### config.mk
export PLATFORM = sky130hd
export DESIGN_NAME = spi_dma_port
export DESIGN_NICKNAME = d
export VERILOG_FILES = /design/src/spi_dma_pkg.sv /design/src/spi_dma_port.sv
export SDC_FILE = /design/constraint.sdc
export NUM_CORES = 1
export LEC_CHECK = 0
export ABC_CLOCK_PERIOD_IN_PS = 8150
export BUFFER_PORTS_ARGS = -buffer_cell sky130_fd_sc_hd__buf_2
export CORE_MARGIN = 8
export CORE_UTILIZATION = 35
export DETAILED_ROUTE_END_ITERATION = 6
export REMOVE_ABC_BUFFERS = 1
export SYNTH_ARGS = -nofsm -noshare
export SYNTH_HDL_FRONTEND = slang
export SYNTH_SLANG_ARGS = --single-unit
### constraint.sdc
create_clock -name hclk -period 8.15 [get_ports hclk]
set_clock_uncertainty 0.2 [all_clocks]
set_input_delay 1.63 -clock hclk [delete_from_list [all_inputs] [get_ports hclk]]
set_output_delay 1.63 -clock hclk [all_outputs]
set_load 0.05 [all_outputs]
### src/spi_dma_pkg.sv
package spi_dma_pkg;
    // ------------------------------
    // Register byte offsets
    // ------------------------------
    localparam logic [7:0] A_CTL = 8'h00;
    localparam logic [7:0] A_BAUD = 8'h04;
    localparam logic [7:0] A_STAT = 8'h08;
    localparam logic [7:0] A_TXD = 8'h0C;
    localparam logic [7:0] A_RXD = 8'h10;
    localparam logic [7:0] A_DCTL = 8'h14;
    localparam logic [7:0] A_IDX = 8'h18;
    localparam logic [7:0] A_MOD = 8'h1C;
    localparam logic [7:0] A_CNT = 8'h20;
    localparam logic [7:0] A_CP = 8'h24;
    localparam logic [7:0] A_IMSK = 8'h28;
    localparam logic [7:0] A_LMSK = 8'h2C;
    // ------------------------------
    // Field positions
    // ------------------------------
    localparam int C_EN = 0;
    localparam int C_MS = 1;
    localparam int C_POL = 2;
    localparam int C_PHA = 3;
    localparam int C_TIM = 4;
    localparam int C_ZF = 6;
    localparam int C_OW = 7;
    localparam int D_EN = 0;
    localparam int D_RX = 1;
    localparam int D_CH = 2;
    localparam int D_IE = 3;
    localparam int D_EE = 4;
    localparam int S_RXS = 0;
    localparam int S_TXS = 1;
    localparam int S_OVF = 2;
    localparam int S_UNF = 3;
    localparam int S_FIN = 4;
    localparam int S_DACT = 5;
    localparam int S_IRQ = 6;
    localparam int HI_MSK_BIT = 12;
    localparam int LO_MSK_BIT = 19;
    // ------------------------------
    // Modes, timing, resets
    // ------------------------------
    localparam logic [1:0] TIM_RX = 2'h0;
    localparam logic [1:0] TIM_TX = 2'h1;
    localparam logic [2:0] RXS_LAT = 3'h4;
    localparam logic [15:0] BAUD_RST = 16'h0004;
    localparam logic [31:0] ZERO32 = 32'h0000_0000;
    typedef enum logic [1:0] {
        SER_IDLE = 2'h0, SER_LEAD = 2'h1, SER_SHIFT = 2'h3, SER_TAIL = 2'h2
    } ser_state_type;
    typedef enum logic [1:0] {
        DMA_IDLE = 2'h0, DMA_RUN = 2'h1, DMA_DESC = 2'h3, DMA_END = 2'h2
    } dma_state_type;
    typedef struct packed {
        logic valid;
        logic write;
        logic [31:0] addr;
        logic [31:0] wdata;
    } mem_req_type;
endpackage : spi_dma_pkg

### src/spi_dma_port.sv
// Overview of operation
// - Selected slave shifts; DMA serves one direction
// - DMA runs until count steps 1 to 0
// - Rx DMA full, no overwrite: drop word
// - Rx DMA: send zeros or transmit register
// - Rx DMA full, overwrite set: replace word
// - Tx DMA empty: zeros or repeat last
// - Tx DMA: overflow never interrupts
// - Core polls status opposite DMA direction
// - First transfer in registers; no insertion
// - Chain starts only when fully enabled
// - Opposite direction: no interrupt, no FIFO
// - Master phase0: trigger, select, half period
// - Slave phase0: starts on select fall
// - Phase1: starts first edge; end rules
// - Receive-full four clocks after sampling
// - Finished flag timing per role
// - Core interrupt on tx room/rx word
// - Rx interrupt one clock after flag
// - DMA done, chain done, error interrupts
// - Causes latch one irq; mask bits 12/19
// - Receive data read clears receive-full
// - Receive-triggered read starts transfer
//
// The implementer's own choices: the AHB-Lite slave port and the address map.
module spi_dma_port
    import spi_dma_pkg::*;
#(
    parameter int W = 32,
    parameter bit PRIMARY = 1'b1
) (
    // Clock and reset
    input wire logic hclk,
    input wire logic hresetn,
    // AHB-Lite slave
    input wire logic hsel,
    input wire logic [31:0] haddr,
    input wire logic [1:0] htrans,
    input wire logic hwrite,
    input wire logic [2:0] hsize,
    input wire logic [31:0] hwdata,
    input wire logic hready,
    output logic [31:0] hrdata,
    output logic hreadyout,
    output logic hresp,
    // Serial pins
    input wire logic serial_clock_i,
    output logic serial_clock_o,
    output logic serial_clock_oe,
    input wire logic select_input,
    output logic select_out_n,
    input wire logic mosi_i,
    output logic mosi_o,
    output logic mosi_oe,
    input wire logic miso_i,
    output logic miso_o,
    output logic miso_oe,
    // DMA memory port
    output mem_req_type dma_req,
    input wire logic dma_ready,
    input wire logic [31:0] dma_rdata,
    // Interrupts
    output logic high_priority_serial_irq,
    output logic low_priority_serial_irq
);
    // ------------------------------
    // Registers
    // ------------------------------
    logic [7:0] ctl_ff;        // serial_control_reg
    logic [15:0] baud_ff;      // baud_divisor
    logic [4:0] dctl_ff;       // dma_control_reg
    logic [31:0] txd_ff;       // transmit_data_reg
    logic [31:0] rxd_ff;       // receive_data_reg
    logic [31:0] idx_ff;       // dma_index
    logic [31:0] mod_ff;       // dma_modifier
    logic [15:0] cnt_ff;       // dma_word_count
    logic [31:0] cp_ff;        // chain_pointer
    logic hmsk_ff;             // core_irq_mask_reg bit
    logic lmsk_ff;             // low_irq_latch_mask_reg bit
    logic rxs_ff, txs_ff, ovf_ff, unf_ff, fin_ff, irq_ff;
    logic [W-1:0] last_tx_ff;  // Repeat word when starved
    logic [31:0] dbuf_ff;      // One-word DMA holding buffer
    logic dfull_ff;
    // ------------------------------
    // Decode of fields
    // ------------------------------
    wire en = ctl_ff[C_EN];
    wire master = ctl_ff[C_MS];
    wire cpol = ctl_ff[C_POL];
    wire cpha = ctl_ff[C_PHA];
    wire [1:0] initiation_mode = ctl_ff[C_TIM+1:C_TIM];
    wire zfill = ctl_ff[C_ZF];
    wire owr = ctl_ff[C_OW];
    wire d_en = dctl_ff[D_EN];
    wire d_rx = dctl_ff[D_RX];
    dma_state_type dst_ff;
    wire d_act = (dst_ff != DMA_IDLE);
    wire rx_dma = d_act & d_rx;
    wire tx_dma = d_act & ~d_rx;
    // ------------------------------
    // AHB address phase capture
    // ------------------------------
    logic wr_ff;
    logic [7:0] wa_ff;
    wire take = hsel & hready & htrans[1];
    wire [7:0] ra = haddr[7:0];
    wire rd_rxd = take & ~hwrite & (ra == A_RXD);
    wire wr_now = wr_ff;
    wire w_txd = wr_now & (wa_ff == A_TXD);
    wire w_cp = wr_now & (wa_ff == A_CP);
    wire w_stat = wr_now & (wa_ff == A_STAT);
    // Zero wait states, always OKAY
    assign hreadyout = 1'b1;
    assign hresp = 1'b0;
    // Track a write into its data phase
    always_ff @(posedge hclk or negedge hresetn) begin
        if (!hresetn) begin
            wr_ff <= 1'b0;
            wa_ff <= 8'h00;
        end else begin
            wr_ff <= take & hwrite;
            wa_ff <= ra;
        end
    end
    // Read mux; registered into hrdata
    logic [31:0] rmux;
    wire [6:0] stat = {irq_ff, d_act, fin_ff, unf_ff, ovf_ff, txs_ff, rxs_ff};
    always_comb begin
        case (ra)
            A_CTL: rmux = {24'h000000, ctl_ff};
            A_BAUD: rmux = {16'h0000, baud_ff};
            A_STAT: rmux = {25'h0000000, stat};
            A_TXD: rmux = txd_ff;
            A_RXD: rmux = rxd_ff;
            A_DCTL: rmux = {27'h0000000, dctl_ff};
            A_IDX: rmux = idx_ff;
            A_MOD: rmux = mod_ff;
            A_CNT: rmux = {16'h0000, cnt_ff};
            A_CP: rmux = cp_ff;
            A_IMSK: rmux = 32'(hmsk_ff) << HI_MSK_BIT;
            A_LMSK: rmux = 32'(lmsk_ff) << LO_MSK_BIT;
            default: rmux = ZERO32;
        endcase
    end
    always_ff @(posedge hclk or negedge hresetn) begin
        if (!hresetn) begin
            hrdata <= ZERO32;
        end else if (take & ~hwrite) begin
            hrdata <= rmux;
        end
    end
    // ------------------------------
    // Pin synchronisers
    // ------------------------------
    logic [3:0] s1_ff, s2_ff;
    logic sclk_d_ff;
    always_ff @(posedge hclk or negedge hresetn) begin
        if (!hresetn) begin
            // Idle pin levels: clock low, select high
            s1_ff <= 4'h7;
            s2_ff <= 4'h7;
            sclk_d_ff <= 1'b0;
        end else begin
            s1_ff <= {serial_clock_i, select_input, mosi_i, miso_i};
            s2_ff <= s1_ff;
            sclk_d_ff <= s2_ff[3];
        end
    end
    wire sel_act = ~s2_ff[2] & en & ~master;
    // ------------------------------
    // Edge sources
    // ------------------------------
    ser_state_type sst_ff;
    logic [15:0] half_ff;      // Master half-period count
    logic [6:0] edges_ff;      // Master edges issued
    logic mclk_ff;             // Master clock level
    logic [5:0] bits_ff;       // Bits sampled
    wire half_up = (half_ff == 16'h0000);
    wire m_tog = master & (sst_ff == SER_SHIFT) & half_up;
    wire s_chg = ~master & (sst_ff == SER_SHIFT) & (s2_ff[3] != sclk_d_ff);
    wire lead = m_tog ? (mclk_ff == cpol) : s_chg & (s2_ff[3] != cpol);
    wire trail = m_tog ? (mclk_ff != cpol) : s_chg & (s2_ff[3] == cpol);
    wire samp = cpha ? trail : lead;
    wire shft = (cpha ? lead : trail) & (bits_ff != 6'h00);
    wire last = samp & (bits_ff == 6'(W - 1));
    wire in_bit = master ? s2_ff[0] : s2_ff[1];
    // ------------------------------
    // Transfer start and word source
    // ------------------------------
    wire tx_ok = dfull_ff;
    wire rx_ok = ~dfull_ff;
    logic m_go;
    always_comb begin
        if (d_act) begin
            m_go = d_rx ? rx_ok : tx_ok;          // Stall on DMA
        end else if (initiation_mode == TIM_RX) begin
            m_go = rd_rxd;
        end else if (initiation_mode == TIM_TX) begin
            m_go = w_txd;
        end else begin
            m_go = 1'b0;
        end
    end
    wire idle = (sst_ff == SER_IDLE);
    wire s_start = idle & sel_act;
    wire start = idle & (master ? en & m_go : s_start);
    logic [W-1:0] src;
    always_comb begin
        if (tx_dma) begin
            // Starved: zeros or last word repeated
            src = dfull_ff ? dbuf_ff[W-1:0] : (zfill ? '0 : last_tx_ff);
        end else if (rx_dma) begin
            src = zfill ? '0 : txd_ff[W-1:0];
        end else if (w_txd) begin
            // Word written this cycle goes out at once
            src = hwdata[W-1:0];
        end else begin
            src = txs_ff ? txd_ff[W-1:0] : (zfill ? '0 : last_tx_ff);
        end
    end
    wire src_dma = start & tx_dma & dfull_ff;
    wire src_core = start & ~d_act & (txs_ff | w_txd);
    // ------------------------------
    // Serial engine
    // ------------------------------
    logic [W-1:0] tsh_ff, rsh_ff;
    logic [2:0] lat_ff;
    logic pend_ff;
    wire h_reload = half_up | (sst_ff == SER_IDLE);
    // One word per pass; master timing from the divisor
    always_ff @(posedge hclk or negedge hresetn) begin
        if (!hresetn) begin
            sst_ff <= SER_IDLE;
            half_ff <= 16'h0000;
            edges_ff <= 7'h00;
            mclk_ff <= 1'b0;
            bits_ff <= 6'h00;
            tsh_ff <= '0;
            rsh_ff <= '0;
            last_tx_ff <= '0;
        end else begin
            half_ff <= h_reload ? baud_ff - 16'h0001 : half_ff - 16'h0001;
            if (idle) begin
                mclk_ff <= cpol;
            end else if (m_tog) begin
                mclk_ff <= ~mclk_ff;
            end
            if (samp) begin
                rsh_ff <= {rsh_ff[W-2:0], in_bit};
                bits_ff <= bits_ff + 6'h01;
            end
            if (shft) begin
                tsh_ff <= {tsh_ff[W-2:0], 1'b0};
            end
            case (sst_ff)
                SER_IDLE: begin
                    edges_ff <= 7'h00;
                    bits_ff <= 6'h00;
                    if (start) begin
                        tsh_ff <= src;
                        last_tx_ff <= src;
                        sst_ff <= master ? SER_LEAD : SER_SHIFT;
                    end
                end
                SER_LEAD: begin
                    if (half_up) begin
                        sst_ff <= SER_SHIFT;
                    end
                end
                SER_SHIFT: begin
                    if (m_tog) begin
                        edges_ff <= edges_ff + 7'h01;
                        if (edges_ff == 7'(2 * W - 1)) begin
                            sst_ff <= SER_TAIL;
                        end
                    end else if (~master & ~sel_act) begin
                        sst_ff <= SER_IDLE;       // Deselect aborts
                    end else if (~master & last) begin
                        sst_ff <= cpha ? SER_IDLE : SER_TAIL;
                    end
                end
                SER_TAIL: begin
                    // Master waits half period; slave waits deselect
                    if (master ? half_up : ~sel_act) begin
                        sst_ff <= SER_IDLE;
                    end
                end
                default: sst_ff <= SER_IDLE;
            endcase
        end
    end
    // Receive-full latency after the last sampling edge
    always_ff @(posedge hclk or negedge hresetn) begin
        if (!hresetn) begin
            pend_ff <= 1'b0;
            lat_ff <= 3'h0;
        end else if (last) begin
            pend_ff <= 1'b1;
            lat_ff <= RXS_LAT - 3'h1;
        end else if (pend_ff) begin
            lat_ff <= lat_ff - 3'h1;
            pend_ff <= (lat_ff != 3'h0);
        end
    end
    wire commit = pend_ff & (lat_ff == 3'h0);
    wire m_fin = master & (sst_ff == SER_TAIL) & half_up;
    // ------------------------------
    // Pin drive
    // ------------------------------
    assign serial_clock_o = master ? mclk_ff : cpol;
    assign serial_clock_oe = en & master;
    assign select_out_n = ~(master & ~idle);
    assign mosi_o = tsh_ff[W-1];
    assign mosi_oe = en & master;
    assign miso_o = tsh_ff[W-1];
    assign miso_oe = sel_act;
    // ------------------------------
    // DMA engine
    // ------------------------------
    logic [1:0] dix_ff;        // Descriptor word index
    wire dxfer = dma_req.valid & dma_ready;
    wire d_need = (dst_ff == DMA_RUN) & (cnt_ff != 16'h0000)
                & (d_rx ? dfull_ff : ~dfull_ff);
    wire d_zero = (dst_ff == DMA_RUN) & (cnt_ff == 16'h0000)
                & (d_rx ? ~dfull_ff : 1'b1);
    wire chain_go = w_cp & ~d_act & en & d_en & dctl_ff[D_CH]
                  & (cnt_ff != 16'h0000);
    wire single_go = wr_now & (wa_ff == A_DCTL) & ~d_act & en
                   & hwdata[D_EN] & ~hwdata[D_CH] & (cnt_ff != 16'h0000);
    wire rx_in = commit & rx_dma;
    wire rx_drop = rx_in & dfull_ff & ~owr;
    wire d_done = (dst_ff == DMA_END);
    assign dma_req.valid = d_need | (dst_ff == DMA_DESC);
    assign dma_req.write = (dst_ff == DMA_RUN) & d_rx;
    assign dma_req.addr = (dst_ff == DMA_DESC) ? cp_ff + {28'h0, dix_ff, 2'h0} : idx_ff;
    assign dma_req.wdata = dbuf_ff;
    // Word moves, count, chaining
    always_ff @(posedge hclk or negedge hresetn) begin
        if (!hresetn) begin
            dst_ff <= DMA_IDLE;
            dix_ff <= 2'h0;
            dfull_ff <= 1'b0;
            dbuf_ff <= ZERO32;
        end else begin
            if (rx_in & ~rx_drop) begin
                dbuf_ff <= 32'(rsh_ff);
                dfull_ff <= 1'b1;
            end else if (src_dma) begin
                dfull_ff <= 1'b0;
            end else if (dxfer & (dst_ff == DMA_RUN)) begin
                dbuf_ff <= dma_rdata;
                dfull_ff <= ~d_rx;
            end
            case (dst_ff)
                DMA_IDLE: begin
                    if (chain_go | single_go) begin
                        dst_ff <= DMA_RUN;
                    end
                end
                DMA_RUN: begin
                    if (d_zero) begin
                        dst_ff <= DMA_END;
                    end
                end
                DMA_END: begin
                    dix_ff <= 2'h0;
                    dst_ff <= (dctl_ff[D_CH] & cp_ff != ZERO32) ? DMA_DESC : DMA_IDLE;
                end
                DMA_DESC: begin
                    if (dxfer) begin
                        dix_ff <= dix_ff + 2'h1;
                        if (dix_ff == 2'h3) begin
                            dst_ff <= DMA_RUN;
                        end
                    end
                end
                default: dst_ff <= DMA_IDLE;
            endcase
        end
    end
    // ------------------------------
    // Software registers
    // ------------------------------
    wire ld_desc = dxfer & (dst_ff == DMA_DESC);
    wire ld_word = dxfer & (dst_ff == DMA_RUN);
    always_ff @(posedge hclk or negedge hresetn) begin
        if (!hresetn) begin
            ctl_ff <= 8'h00;
            baud_ff <= BAUD_RST;
            dctl_ff <= 5'h00;
            txd_ff <= ZERO32;
            idx_ff <= ZERO32;
            mod_ff <= ZERO32;
            cnt_ff <= 16'h0000;
            cp_ff <= ZERO32;
            hmsk_ff <= 1'b0;
            lmsk_ff <= 1'b0;
        end else begin
            if (wr_now) begin
                case (wa_ff)
                    A_CTL: ctl_ff <= hwdata[7:0];
                    A_BAUD: baud_ff <= hwdata[15:0];
                    A_DCTL: dctl_ff <= hwdata[4:0];
                    A_TXD: txd_ff <= hwdata;
                    A_IDX: idx_ff <= hwdata;
                    A_MOD: mod_ff <= hwdata;
                    A_CNT: cnt_ff <= hwdata[15:0];
                    A_CP: cp_ff <= d_act ? cp_ff : hwdata;
                    A_IMSK: hmsk_ff <= hwdata[HI_MSK_BIT];
                    A_LMSK: lmsk_ff <= hwdata[LO_MSK_BIT];
                    default: ;
                endcase
            end
            if (ld_word) begin
                idx_ff <= idx_ff + mod_ff;
                cnt_ff <= cnt_ff - 16'h0001;
            end
            if (ld_desc) begin
                case (dix_ff)
                    2'h0: idx_ff <= dma_rdata;
                    2'h1: mod_ff <= dma_rdata;
                    2'h2: cnt_ff <= dma_rdata[15:0];
                    default: cp_ff <= dma_rdata;
                endcase
            end
        end
    end
    // ------------------------------
    // Status flags (set beats clear, except transmit-full: a send clears it)
    // ------------------------------
    wire rx_core = commit & ~rx_dma;
    wire rx_upd = rx_core & (~rxs_ff | owr);
    wire ovf_set = (rx_core & rxs_ff & ~owr) | rx_drop;
    wire unf_set = start & tx_dma & ~dfull_ff;
    wire fin_set = master ? m_fin : commit;
    always_ff @(posedge hclk or negedge hresetn) begin
        if (!hresetn) begin
            rxd_ff <= ZERO32;
            rxs_ff <= 1'b0;
            txs_ff <= 1'b0;
            ovf_ff <= 1'b0;
            unf_ff <= 1'b0;
            fin_ff <= 1'b0;
        end else begin
            if (rx_upd) begin
                rxd_ff <= 32'(rsh_ff);
            end
            rxs_ff <= rx_upd | (rxs_ff & ~rd_rxd);
            txs_ff <= (w_txd | txs_ff) & ~src_core;
            ovf_ff <= ovf_set | (ovf_ff & ~(w_stat & hwdata[S_OVF]));
            unf_ff <= unf_set | (unf_ff & ~(w_stat & hwdata[S_UNF]));
            fin_ff <= fin_set | (fin_ff & ~start);
        end
    end
    // ------------------------------
    // Interrupt latch
    // ------------------------------
    // Core causes only without DMA; the idle direction stays quiet
    // The latch register alone gives the one-cycle lag after receive-full
    wire core_src = ~d_act & ((initiation_mode == TIM_RX) ? rxs_ff : ~txs_ff);
    wire err_src = (rx_dma & ovf_set) | (tx_dma & unf_set);
    wire dma_src = (d_done & dctl_ff[D_IE]) | (err_src & dctl_ff[D_EE]);
    wire irq_set = (core_src & en & (initiation_mode != 2'h2)) | dma_src;
    always_ff @(posedge hclk or negedge hresetn) begin
        if (!hresetn) begin
            irq_ff <= 1'b0;
        end else begin
            irq_ff <= irq_set | (irq_ff & ~(w_stat & hwdata[S_IRQ]));
        end
    end
    assign high_priority_serial_irq = PRIMARY & irq_ff & hmsk_ff;
    assign low_priority_serial_irq = ~PRIMARY & irq_ff & lmsk_ff;
endmodule : spi_dma_port

==> summary.txt <==
Status
  • Outcome: complete, no violations

Clocking
  • TritonCTS Sinks: 432
  • Num CTS Buffers: 50
  • Number of post-CTS setup repair buffers: 0
  • Maximum count of clock buffers along a single path: 3
  • Clock input transition at the sequential cells of the worst setup and hold paths: 0.06 ns
  • Cts repair resizes: 0
  • Clock tree from TritonCTS: built
  • H-Tree Level Count: 2
  • Clock insertion delay at the later pin of the skew report: 0.61 ns
  • Count of hold buffers inserted by post-cts repair: 0
  • Master cell of the clock root buffer: sky130_fd_sc_hd__clkbuf_16

Critical path
  • Critical path's slowest cell: sky130_fd_sc_hd__nor4_1
  • Most frequent cell on the critical path: sky130_fd_sc_hd__nand3_1
  • Kind of end point of the critical path: output port
  • R2R setup slack: 3.97 ns
  • Largest stage delay on the critical path: 0.83 ns
  • Reg-to-Reg Start: cnt_ff[0]$_DFF_PN0_
  • Critical path class: reg2out
  • Capture instance of the worst register-to-register path: cnt_ff[13]$_DFF_PN0_
  • R2r worst-path depth: 11
  • Cells traversed along the worst timing path: and3_1 > and4_1 > nand3_1 > nor4_1 > nor3b_1 > nand3_1 > xor2_1 > a21oi_1 > buf_2
  • Worst path buffer plus inverter count: 1
  • Data arrival at the endpoint of the critical path: 4.40 ns
  • Nature of the critical path startpoint: flip-flop
  • Data required time of the worst path: 6.32 ns
  • Top delay family on crit path: simple AND/OR/NAND/NOR gates
  • Worst-path fanout max: 5

Route
  • Iteration-0 DRC Markers: 2664
  • Remaining design rule violation count: 0
  • Detailed-routing iteration count for the pre-antenna-repair pass: 6
  • Wire length after detailed routing: 93300 µm
  • Antenna violation net count after detailed routing: 0
  • Via Count: 21887
  • Routed vias/inst: 5.98
  • Mean routed wirelength per cell: 25.5 µm

Synthesis
  • Number of flip-flops and latches in the synthesized netlist: 432
  • Yosys top cell area share: 0.441
  • Largest area contributor in the netlist: sky130_fd_sc_hd__dfrtp_1
  • Prevailing post-synth register cell: sky130_fd_sc_hd__dfrtp_1
  • Leading cell type by number of instances after synthesis: sky130_fd_sc_hd__dfrtp_1
  • Area of the mapped netlist: 24100 µm²
  • Number of library cell types mapped by synthesis: 79
  • List of most frequent post-synthesis cells: 425 x sky130_fd_sc_hd__dfrtp_1, 351 x sky130_fd_sc_hd__nor2_1, 285 x sky130_fd_sc_hd__nand2_1, 212 x sky130_fd_sc_hd__a21oi_1, 189 x sky130_fd_sc_hd__o21ai_0
  • Synth warnings: 0
  • Sequential share of the synthesized area: 0.448
  • Mapped Avg Cell Area: 9.19 µm²
  • EDFF count, synth: 0
  • Synthesized netlist cell count: 2626
  • Cell types occupying the most area after synthesis: sky130_fd_sc_hd__dfrtp_1 44%, sky130_fd_sc_hd__mux2i_1 7.0%, sky130_fd_sc_hd__nor2_1 5.5%
  • Fraction of synthesis flops using an asynchronous set or reset pin: 1.00

Run
  • Max-cap violations: 0

Timing
  • Time the worst path needs with I/O delays and setup: 6.23 ns
  • Final-report hold violation count: 0
  • Worst slew margin relative to its limit: 0.0994
  • RSZ-0062 raised after global routing: false
  • Total negative slack for setup checks: 0 ns
  • Number of failing setup endpoints in the final timing report: 0
  • Post-route worst hold slack: 0.153 ns
  • Peak Freq: 0.161 GHz
  • Worst setup margin: 1.92 ns
  • Period utilization: 0.764
  • Number of max-slew violations in the final report: 0
  • Worst Max-Slew Pin Slew: 1.35 ns

Floorplanning
  • Core region area: 68500 µm²
  • Std-Cell Rows: 96
  • Area of the die: 77600 µm²
  • Die height: 279 µm
  • Die span in x: 279 µm
  • I/O pin cnt: 220
  • Effective utilization at floorplan: 0.353

Min path
  • Hold-critical path endpoint: s2_ff[3]$_DFF_PN0_
  • Cell depth of the worst min-delay path: 0
  • Worst Hold Launch: s1_ff[3]$_DFF_PN0_
  • Type of the tightest min-delay check: reg2reg

Placement
  • Worst slack, placed: 2.68 ns
  • Number of port buffers: 188
  • Routability Congestion: 0.939
  • Detailed Place HPWL: 64000 µm

Cells and area
  • Area overhead of the layout relative to synthesis: 14.0%
  • Share of final-layout standard cells stronger than drive strength 1: 0.163
  • Final net count: 2895

Global routing
  • Via count of the first global-routing pass: 21555
  • Initial antenna violation count: 7
  • Combined global-route utilization of all metal layers: 0.231
  • Wire length of the first global-routing pass: 138000 µm
  • Maximum number of pins on one net before global-route repair: 123
  • Total gr overflow: 0

Power
  • Pwr/cell area: 345 nW/µm²
  • Leak pwr: 12.1 nW
  • Max IR drop VDD: 178 µV
==> power by group <==
part           internal, mW  leakage (nW)  total, mW  switching (mW)
clock network          1.31         0.808       2.27           0.967
logic                  1.25          6.12       4.00            2.75
registers              2.60          5.14       3.20           0.608
total                  5.15          12.1       9.48            4.33
==> per-layer routing <==
metal  track usage  vias to the layer above  part of all wire  wire, µm
li1              -                     9701                 -         -
met1         0.307                    10808              0.42     39300
met2         0.367                     1138              0.45     42400
met3        0.0462                      236             0.083      7740
met4        0.0971                        4             0.042      3930
met5             0                        -           0.00022        21
==> stage by stage <==
stage                     instance area, µm²  instances  power [mW]   util
after floorplan                        23400       2451        5.83      -
after global placement                 25900       3562        7.09  0.378
after detailed placement               25900       3562        7.18  0.378
after CTS                              27500       3654        9.46  0.402
after global routing                   27500       3656        9.96  0.402
final                                  27500       3657        9.48  0.402
==> placed cells by master, fill, tap and decap left out, drive strengths merged, types with 74 or more instances in the layout <==
| cell type | Yosys | layout |
|---|---|---|
| mux2i | 170 | 170 |
| buf | 36 | 229 |
| a21oi | 212 | 212 |
| mux2 | 96 | 96 |
| o21ai | 192 | 192 |
| nand2 | 285 | 285 |
| a22oi | 92 | 92 |
| dfrtp | 425 | 425 |
| nor2 | 351 | 351 |
| clkbuf | 140 | 74 |
==> cell families after synthesis <==
kind of cell | after synthesis | synth area share
multiplexers | 266 | 0.115
other | 2 | 0.000311
flip-flops | 432 | 0.448
buffers and inverters | 214 | 0.0362
adder cells (fa/ha/maj) | 52 | 0.0276
AND/OR/NAND/NOR | 857 | 0.155
AO/OA/AOI/OAI | 724 | 0.189
XOR/XNOR | 79 | 0.0287
==> final cells by class <==
cell class | instances | area, µm²
sequential | 432 | 10800
tap | 882 | 1100
timing repair buffer | 229 | 1270
clock buffer | 74 | 1460
multi-input combinational | 1981 | 12500
antenna | 3 | 7.51
inverter | 38 | 143
clock inverter | 18 | 165
fill | 6732 | 40900
==> flip-flops by register name, indices dropped and copies added (netlist names), 6 cells and up <==
name	flops
baud_ff	16
bits_ff	6
cnt_ff	16
cp_ff	32
ctl_ff	8
dbuf_ff	32
edges_ff	7
half_ff	16
hrdata	32
idx_ff	32
last_tx_ff	32
mod_ff	32
rsh_ff	32
rxd_ff	32
tsh_ff	32
txd_ff	32
wa_ff	8
==> how the worst max path moves through the flow <==
stage / start / to / slack [ns] / cells past startpoint
after floorplan: dst_ff[0]$_DFFE_PN0P_ / dbuf_ff[0]$_DFFE_PN0P_ / 2.62 / 5
after global placement: cp_ff[11]$_DFF_PN0_ / dma_req[63] / 2.62 / 9
after detailed placement: cp_ff[11]$_DFF_PN0_ / dma_req[63] / 2.68 / 9
after CTS: cp_ff[11]$_DFF_PN0_ / dma_req[63] / 2.01 / 9
after global routing: cp_ff[11]$_DFF_PN0_ / dma_req[63] / 1.74 / 9
final: cp_ff[11]$_DFF_PN0_ / dma_req[63] / 1.92 / 9
Note: power is estimated with default switching activity, not from simulation.
